===== config.mk =====
export PLATFORM = sky130hd
export DESIGN_NAME = sbse_core
export DESIGN_NICKNAME = d
export VERILOG_FILES = /design/src/common/sbse_pkg.sv /design/src/common/sbse_tmr_if.sv /design/src/design/sbse_core.sv /design/src/design/sbse_cycle_timer.sv
export SDC_FILE = /design/constraint.sdc
export NUM_CORES = 1
export LEC_CHECK = 0
export BUFFER_PORTS_ARGS = -buffer_cell sky130_fd_sc_hd__buf_2
export CORE_ASPECT_RATIO = 2
export CORE_MARGIN = 4
export CORE_UTILIZATION = 55
export DETAILED_ROUTE_END_ITERATION = 7
export GPL_TIMING_DRIVEN = 0
export PLACE_DENSITY = 0.84
export SLEW_MARGIN = 20
export SYNTH_ARGS = -nofsm -noshare
export SYNTH_HDL_FRONTEND = slang
export SYNTH_SLANG_ARGS = --single-unit

===== constraint.sdc =====
create_clock -name CLK_SYS_IN -period 4.7 [get_ports CLK_SYS_IN]
set_input_delay 0.235 -clock CLK_SYS_IN [delete_from_list [all_inputs] [get_ports CLK_SYS_IN]]
set_output_delay 0.235 -clock CLK_SYS_IN [all_outputs]
set_load 0.03 [all_outputs]

===== src/common/sbse_pkg.sv =====
// Package: opcodes, timing counts and state types of the stack and block-search executor.
package sbse_pkg;
	localparam logic [7:0] SBSE_PFX_NONE = 8'h00;
	localparam logic [7:0] SBSE_PFX_EXT = 8'hED;
	localparam logic [7:0] SBSE_PFX_IDX2 = 8'hFD;
	localparam logic [7:0] SBSE_OPC_SEARCH_INCR_SINGLE = 8'hA1;
	localparam logic [7:0] SBSE_OPC_SEARCH_DECR_SINGLE = 8'hA9;
	localparam logic [7:0] SBSE_OPC_SEARCH_INCR_REPEAT = 8'hB1;
	localparam logic [7:0] SBSE_OPC_SEARCH_DECR_REPEAT = 8'hB9;
	localparam logic [7:0] SBSE_OPC_POP_IDX2 = 8'hE1;
	localparam logic [7:0] SBSE_OPC_PUSH_MASK = 8'hCF;
	localparam logic [7:0] SBSE_OPC_PUSH_PAIR = 8'hC5;
	localparam int SBSE_QQ_LSB = 4;
	localparam int SBSE_CLK_PERIOD_NS = 25;
	localparam int SBSE_T_STATE_NS = 25;
	localparam int SBSE_T_REPEAT = 21;
	localparam int SBSE_T_FINAL = 16;
	localparam int SBSE_T_POP_IDX2 = 14;
	localparam int SBSE_T_PUSH_PAIR = 11;
	localparam int SBSE_CYC_REPEAT = SBSE_T_REPEAT * SBSE_T_STATE_NS / SBSE_CLK_PERIOD_NS;
	localparam int SBSE_CYC_FINAL = SBSE_T_FINAL * SBSE_T_STATE_NS / SBSE_CLK_PERIOD_NS;
	localparam int SBSE_CYC_POP = SBSE_T_POP_IDX2 * SBSE_T_STATE_NS / SBSE_CLK_PERIOD_NS;
	localparam int SBSE_CYC_PUSH = SBSE_T_PUSH_PAIR * SBSE_T_STATE_NS / SBSE_CLK_PERIOD_NS;
	localparam int SBSE_TMR_W = 5;
	localparam logic [15:0] SBSE_RST_WORD = 16'h0000;
	localparam logic [7:0] SBSE_RST_BYTE = 8'h00;

	typedef enum logic [1:0] {
		SBSE_ST_IDLE = 2'b00,
		SBSE_ST_MEM = 2'b01,
		SBSE_ST_DATA = 2'b11,
		SBSE_ST_HOLD = 2'b10
	} sbse_state_e;

	typedef enum logic [2:0] {
		SBSE_OP_NONE,
		SBSE_OP_SRCH_INC,
		SBSE_OP_SRCH_DEC,
		SBSE_OP_SRCH_INC_REP,
		SBSE_OP_SRCH_DEC_REP,
		SBSE_OP_POP,
		SBSE_OP_PUSH
	} sbse_op_e;
endpackage


===== src/common/sbse_tmr_if.sv =====
// Interface between the executor and its T-state timer.
interface sbse_tmr_if #(parameter int W = 5);
	logic clear;
	logic enable;
	logic [W-1:0] count;
	modport ctl (output clear, output enable, input count);
	modport tmr (input clear, input enable, output count);
endinterface


===== src/design/sbse_core.sv =====
// Executor for stack push/pop and compare-and-search block instructions.
module sbse_core (
	input wire logic CLK_SYS_IN,
	input wire logic RST_IN,
	input wire logic CE_IN,
	input wire logic START_IN,
	input wire logic [7:0] PREFIX_IN,
	input wire logic [7:0] OPCODE_IN,
	input wire logic LOAD_IN,
	input wire logic [7:0] ACC_IN,
	input wire logic [15:0] COUNTER_IN,
	input wire logic [15:0] POINTER_IN,
	input wire logic [15:0] SP_IN,
	input wire logic [15:0] OTHER_PAIR_IN,
	input wire logic [7:0] MEM_RDATA_IN,
	output logic [15:0] MEM_ADDR_OUT,
	output logic MEM_RD_OUT,
	output logic MEM_WR_OUT,
	output logic [7:0] MEM_WDATA_OUT,
	output logic [15:0] POINTER_OUT,
	output logic [15:0] COUNTER_OUT,
	output logic [15:0] SP_OUT,
	output logic [15:0] INDEX2_OUT,
	output logic ZERO_OUT,
	output logic PV_OUT,
	output logic BUSY_OUT,
	output logic DONE_OUT,
	output logic ILLEGAL_OUT
);
	import sbse_pkg::*;

	localparam int REP_LAST = SBSE_CYC_REPEAT - 1;
	localparam int FIN_LAST = SBSE_CYC_FINAL - 1;
	sbse_state_e state, next_state;
	sbse_op_e op, dec_op, next_op;
	logic [1:0] qq, next_qq;
	logic step, next_step;
	logic [7:0] acc;
	logic [15:0] other_pair, push_val, next_addr;
	logic [SBSE_TMR_W-1:0] target_last;
	logic accept, is_search, is_rep, cont, iter_end;
	sbse_tmr_if #(.W(SBSE_TMR_W)) tif ();
	sbse_cycle_timer u_timer (
		.clk_in(CLK_SYS_IN),
		.rst_in(RST_IN),
		.tif(tif)
	);

	assign accept = CE_IN && START_IN && state == SBSE_ST_IDLE;

	// Decode of the prefix and opcode bytes at the moment the instruction is taken.
	always_comb begin
		dec_op = SBSE_OP_NONE;
		if (PREFIX_IN == SBSE_PFX_EXT) begin
			unique case (OPCODE_IN)
				SBSE_OPC_SEARCH_INCR_SINGLE: dec_op = SBSE_OP_SRCH_INC;
				SBSE_OPC_SEARCH_DECR_SINGLE: dec_op = SBSE_OP_SRCH_DEC;
				SBSE_OPC_SEARCH_INCR_REPEAT: dec_op = SBSE_OP_SRCH_INC_REP;
				SBSE_OPC_SEARCH_DECR_REPEAT: dec_op = SBSE_OP_SRCH_DEC_REP;
				default: dec_op = SBSE_OP_NONE;
			endcase
		end else if (PREFIX_IN == SBSE_PFX_IDX2 && OPCODE_IN == SBSE_OPC_POP_IDX2) begin
			dec_op = SBSE_OP_POP;
		end else if (PREFIX_IN == SBSE_PFX_NONE &&
				(OPCODE_IN & SBSE_OPC_PUSH_MASK) == SBSE_OPC_PUSH_PAIR) begin
			dec_op = SBSE_OP_PUSH;
		end
	end

	assign is_search = op inside {SBSE_OP_SRCH_INC, SBSE_OP_SRCH_DEC,
		SBSE_OP_SRCH_INC_REP, SBSE_OP_SRCH_DEC_REP};
	assign is_rep = op inside {SBSE_OP_SRCH_INC_REP, SBSE_OP_SRCH_DEC_REP};
	// Flags are settled by the time the hold phase runs, so the repeat decision is stable.
	assign cont = is_rep && !ZERO_OUT && PV_OUT;

	always_comb begin
		target_last = SBSE_TMR_W'(FIN_LAST);
		if (op == SBSE_OP_POP) begin
			target_last = SBSE_TMR_W'(SBSE_CYC_POP - 1);
		end else if (op == SBSE_OP_PUSH) begin
			target_last = SBSE_TMR_W'(SBSE_CYC_PUSH - 1);
		end else if (cont) begin
			target_last = SBSE_TMR_W'(REP_LAST);
		end
	end

	assign iter_end = state == SBSE_ST_HOLD && tif.count == target_last;

	always_comb begin
		next_state = state;
		next_step = step;
		unique case (state)
			SBSE_ST_IDLE: begin
				if (accept && dec_op != SBSE_OP_NONE) begin
					next_state = SBSE_ST_MEM;
					next_step = 1'b0;
				end
			end
			SBSE_ST_MEM: begin
				if (op == SBSE_OP_PUSH) begin
					next_state = step ? SBSE_ST_HOLD : SBSE_ST_MEM;
					next_step = 1'b1;
				end else begin
					next_state = SBSE_ST_DATA;
				end
			end
			SBSE_ST_DATA: begin
				if (op == SBSE_OP_POP && !step) begin
					next_state = SBSE_ST_MEM;
					next_step = 1'b1;
				end else begin
					next_state = SBSE_ST_HOLD;
				end
			end
			SBSE_ST_HOLD: begin
				if (iter_end) begin
					next_state = cont ? SBSE_ST_MEM : SBSE_ST_IDLE;
					next_step = 1'b0;
				end
			end
		endcase
	end

	assign next_op = (state == SBSE_ST_IDLE) ? dec_op : op;
	assign next_qq = (state == SBSE_ST_IDLE) ? OPCODE_IN[SBSE_QQ_LSB +: 2] : qq;
	assign tif.enable = CE_IN;
	assign tif.clear = next_state == SBSE_ST_MEM &&
		(state == SBSE_ST_IDLE || state == SBSE_ST_HOLD);

	always_comb begin
		unique case (next_qq)
			2'b00: push_val = COUNTER_OUT;
			2'b10: push_val = POINTER_OUT;
			default: push_val = other_pair;
		endcase
	end

	always_comb begin
		next_addr = POINTER_OUT;
		if (next_op == SBSE_OP_POP) begin
			next_addr = next_step ? SP_OUT + 16'h0001 : SP_OUT;
		end else if (next_op == SBSE_OP_PUSH) begin
			next_addr = next_step ? SP_OUT - 16'h0002 : SP_OUT - 16'h0001;
		end
	end

	always_ff @(posedge CLK_SYS_IN or posedge RST_IN) begin
		if (RST_IN) begin
			state <= SBSE_ST_IDLE;
			op <= SBSE_OP_NONE;
			qq <= 2'b00;
			step <= 1'b0;
			BUSY_OUT <= 1'b0;
		end else if (CE_IN) begin
			state <= next_state;
			op <= next_op;
			qq <= next_qq;
			step <= next_step;
			BUSY_OUT <= next_state != SBSE_ST_IDLE;
		end
	end

	// Memory strobes are registered from the next state so they line up with the access phase.
	always_ff @(posedge CLK_SYS_IN or posedge RST_IN) begin
		if (RST_IN) begin
			MEM_ADDR_OUT <= SBSE_RST_WORD;
			MEM_RD_OUT <= 1'b0;
			MEM_WR_OUT <= 1'b0;
			MEM_WDATA_OUT <= SBSE_RST_BYTE;
		end else if (CE_IN) begin
			MEM_ADDR_OUT <= next_addr;
			MEM_RD_OUT <= next_state == SBSE_ST_MEM && next_op != SBSE_OP_PUSH;
			MEM_WR_OUT <= next_state == SBSE_ST_MEM && next_op == SBSE_OP_PUSH;
			MEM_WDATA_OUT <= next_step ? push_val[7:0] : push_val[15:8];
		end
	end

	always_ff @(posedge CLK_SYS_IN or posedge RST_IN) begin
		if (RST_IN) begin
			DONE_OUT <= 1'b0;
			ILLEGAL_OUT <= 1'b0;
		end else if (CE_IN) begin
			DONE_OUT <= iter_end && !cont;
			ILLEGAL_OUT <= accept && dec_op == SBSE_OP_NONE;
		end
	end

	// Search datapath: compare, step pointer, count down, update flags.
	always_ff @(posedge CLK_SYS_IN or posedge RST_IN) begin
		if (RST_IN) begin
			acc <= SBSE_RST_BYTE;
			COUNTER_OUT <= SBSE_RST_WORD;
			POINTER_OUT <= SBSE_RST_WORD;
			ZERO_OUT <= 1'b0;
			PV_OUT <= 1'b0;
		end else if (CE_IN) begin
			if (LOAD_IN && state == SBSE_ST_IDLE) begin
				acc <= ACC_IN;
				COUNTER_OUT <= COUNTER_IN;
				POINTER_OUT <= POINTER_IN;
			end else if (state == SBSE_ST_DATA && is_search) begin
				ZERO_OUT <= acc == MEM_RDATA_IN;
				PV_OUT <= (COUNTER_OUT - 16'h0001) != 16'h0000;
				COUNTER_OUT <= COUNTER_OUT - 16'h0001;
				if (op == SBSE_OP_SRCH_DEC || op == SBSE_OP_SRCH_DEC_REP) begin
					POINTER_OUT <= POINTER_OUT - 16'h0001;
				end else begin
					POINTER_OUT <= POINTER_OUT + 16'h0001;
				end
			end
		end
	end

	// Stack datapath.
	always_ff @(posedge CLK_SYS_IN or posedge RST_IN) begin
		if (RST_IN) begin
			SP_OUT <= SBSE_RST_WORD;
			INDEX2_OUT <= SBSE_RST_WORD;
			other_pair <= SBSE_RST_WORD;
		end else if (CE_IN) begin
			if (LOAD_IN && state == SBSE_ST_IDLE) begin
				SP_OUT <= SP_IN;
				other_pair <= OTHER_PAIR_IN;
			end else if (state == SBSE_ST_DATA && op == SBSE_OP_POP) begin
				if (step) begin
					INDEX2_OUT[15:8] <= MEM_RDATA_IN;
				end else begin
					INDEX2_OUT[7:0] <= MEM_RDATA_IN;
				end
			end else if (iter_end && op == SBSE_OP_POP) begin
				SP_OUT <= SP_OUT + 16'h0002;
			end else if (iter_end && op == SBSE_OP_PUSH) begin
				SP_OUT <= SP_OUT - 16'h0002;
			end
		end
	end
endmodule


===== src/design/sbse_cycle_timer.sv =====
// T-state timer: counts clock cycles since the start of the current iteration.
module sbse_cycle_timer (
	input wire logic clk_in,
	input wire logic rst_in,
	sbse_tmr_if.tmr tif
);
	always_ff @(posedge clk_in or posedge rst_in) begin
		if (rst_in) begin
			tif.count <= '0;
		end else if (tif.enable) begin
			if (tif.clear) begin
				tif.count <= '0;
			end else begin
				tif.count <= tif.count + 1'b1;
			end
		end
	end
endmodule


==> metrics.cfg <==
[run_status]
status = finished clean

[timing]
max_freq_ghz = 0.244
post-route-period-util = 0.871
maxSlewHeadroom = 0.248
period_minus_slack_ns = 4.09
grt_setup_unrepaired = no
finalSetupViolCount = 0
slew_violations = 0
finalClockSkew_ns = 0.00872
worst_pin_slew_ns = 1.12
setup_tns_ns = 0
hold_viol = 0

[global_routing]
grt_use_total = 0.366
grt_pass1_vias = 9990
grt.overflow.total = 0
antenna_found_initial = 0
grt_pass1_wl_um = 52600
grt_max_degree = 105

[pwr]
p_per_area_nw_per_um2 = 545
p_int_mw = 3.17
swShare = 0.468
combPwrFrac = 0.474
clkPwrFrac = 0.219
p_leak_nw = 5.12
p_sw_mw = 2.79
ir_drop_v = 0.000351
p_seq_frac = 0.306

[placed_design]
placed_cell_area_um2 = 10200
globalplace.congestion = 1.01
io_buffers = 195
post-dp-hpwl_um = 25500

[cells_and_area]
fillers = 1346
area_growth_pct = 22.5
n_antenna_cell = 0
drive_above_1_share = 0.227
nNetsFinal = 1409
fin_area_um2 = 10900

[floorplan]
dieArea_um2 = 18400
die_height_um = 188
start_util = 0.562
die_w_um = 98.0
io_pins = 196
design.core.area_um2 = 15900
rows = 65

[logic_synthesis]
synth_area_um2 = 8920
syn_inst = 1053
yosysSeqAreaShare = 0.370
yosys_warnings = 0
yosysTopAreaCellShare = 0.370
ys_types = 91
avgSynthCellArea_um2 = 8.47
syn-num-nets = 1177
synth.most_common_cell = nand2_1
ys_top_cells_by_count = nand2_1 (192), dfrtp_1 (132), nor2_1 (83), a21oi_1 (61)
dominantRegCellSynth = dfrtp_1
yosysTopAreaCell = dfrtp_1
synth-edff-count = 0
async_reset_ff_frac = 1.00
synth.area.top_cells = dfrtp_1 (37%), nand2_1 (8.1%), mux2i_1 (4.0%), nor2_1 (3.5%), a21oi_1 (3.4%)
yosys_register_bits = 132

[critical_path]
worst-r2r-setup-slack_ns = 0.61
end_kind = register
start_kind = register
critPathMaxFanout = 18
path_class = reg2reg
required_ns = 5.04
arrival_ns = 4.43

[clock_network]
clock_tree.root_cell = clkbuf_16
cts_max_path_buffers = 2
clkSinkCount = 132
insertion_delay_ns = 0.43
clkSlewWorstSetupHoldPaths_ns = 0.06
cts_buffers = 17
cts_resized = 0
cts_tree = built
htreeDepth = 4

[drt]
detail-route-antenna-nets = 0
drc = 0
vias_per_cell = 6.48
routed_wl_um = 34000
vias = 9713
wl_per_cell_um = 22.7
dr.pass1.iters = 6
drt_iter0_drc = 674

[hold_path]
hold_path_class = in2reg

[job]
max_cap_viol_count = 0

registers in the layout, summed over array words and instances (netlist names), 2 cells and up:
name               count
COUNTER_OUT           16
MEM_WDATA_OUT          8
qq                     2
acc                    8
state                  2
op                     3
MEM_ADDR_OUT          16
INDEX2_OUT            16
other_pair            16
POINTER_OUT           16
SP_OUT                16
u_timer.tif.count      5
critical path: stages (launching register included):
cell and delay, ns:
dfrtp_1 0.39, buf_4 0.19, xnor2_1 0.14, nor2_2 0.71, ha_1 0.43, a21oi_1 0.24
o21ai_0 0.16, a2111oi_0 0.55, nor3_1 0.18, o21ai_0 0.40, a211oi_1 0.15, mux2_2 0.29
o21ai_0 0.17
stage by stage:
stage	setup slack, ns	std cells	util	total power, mW	hold WS [ns]
after CTS	0.707	1498	0.689	5.90	0.000400
after global placement	-0.675	1449	0.640	4.51	0.424
after detailed placement	0.763	1450	0.642	4.59	0.206
after global routing	0.410	1498	0.689	6.27	0.0192
final	0.606	1498	0.689	5.96	0.00675
after floorplan	0.939	1053	-	3.67	0.340
path summary, 6_finish.rpt:
path                                                 start                     endpoint  cells past startpoint
min in group asynchronous                           RST_IN         BUSY_OUT$_DFFE_PP0P_                      3
max in group asynchronous                           RST_IN   POINTER_OUT[8]$_DFFE_PP0P_                      4
worst max register to register           op[1]$_DFFE_PP0P_  POINTER_OUT[14]$_DFFE_PP0P_                     12
worst min-delay path                             ACC_IN[4]           acc[4]$_DFFE_PP0P_                      3
worst min register to register  other_pair[12]$_DFFE_PP0P_   other_pair[12]$_DFFE_PP0P_                      2
worst max-delay path                     op[1]$_DFFE_PP0P_  POINTER_OUT[14]$_DFFE_PP0P_                     12
layout by cell type (no fill, tap or decap), types with 17 or more instances in the layout:
| cell type | Yosys | final |
|---|---|---|
| nand3_1 | 38 | 38 |
| a21oi_1 | 61 | 61 |
| nand2_1 | 192 | 192 |
| nor3_1 | 22 | 22 |
| mux2i_1 | 36 | 36 |
| o211ai_1 | 21 | 21 |
| xnor2_1 | 28 | 28 |
| clkbuf_16 | 0 | 17 |
| clkbuf_1 | 52 | 52 |
| mux2_2 | 24 | 24 |
| ha_1 | 22 | 22 |
| dfrtp_1 | 132 | 132 |
| a31oi_1 | 21 | 21 |
| o21ai_0 | 52 | 52 |
| dlygate4sd3_1 | 0 | 17 |
| nor2_1 | 83 | 82 |
| buf_2 | 11 | 206 |
| and3_1 | 19 | 19 |
layout make-up:
class,count,area [µm²],area share
clock buffers,20,467,0.0427
well taps,201,251,0.0230
repair buffers,213,1170,0.107
inverters,17,71.3,0.00653
multi-input cells,834,5250,0.481
plain buffers,70,303,0.0277
flip-flops and latches,132,3300,0.302
clock inverters,11,104,0.00951
routing by layer:
| layer | GRT usage | part of all wire | wire length (µm) |
|---|---|---|---|
| met3 | 0.0618 | 0.071 | 2410 |
| met4 | 0.294 | 0.083 | 2820 |
| met2 | 0.660 | 0.53 | 18000 |
| met5 | 0 | 0 | 0 |
| met1 | 0.359 | 0.32 | 10800 |
cells by family (layout without fill, tap and decap cells):
group / after synthesis / after routing / share of synthesized area
buffers and inverters: 87 / 331 / 0.0411
adder cells (fa/ha/maj): 23 / 23 / 0.0331
multiplexers: 61 / 61 / 0.0723
XOR/XNOR: 39 / 39 / 0.0383
AO/OA/AOI/OAI: 275 / 275 / 0.212
AND/OR/NAND/NOR: 436 / 436 / 0.233
flip-flops: 132 / 132 / 0.370
power groups by stage:
| stage | combinational [mW] | clock, mW | sequential (mW) |
|---|---|---|---|
| floorplan | 1.54 | 0 | 2.13 |
| global placement | 2.70 | 0 | 1.81 |
| detailed placement | 2.76 | 0 | 1.82 |
| CTS | 2.79 | 1.30 | 1.81 |
| global route | 3.06 | 1.36 | 1.86 |
| finish | 2.82 | 1.31 | 1.83 |
what timing repair did:
item | 4_1_cts | 5_1_grt
setup buffers | 0 | 0
endpoints found under the hold margin | 44 | 0
hold buffers | 17 | 0
setup endpoints to repair | 0 | 0
Power figures use the tool's default switching activity.
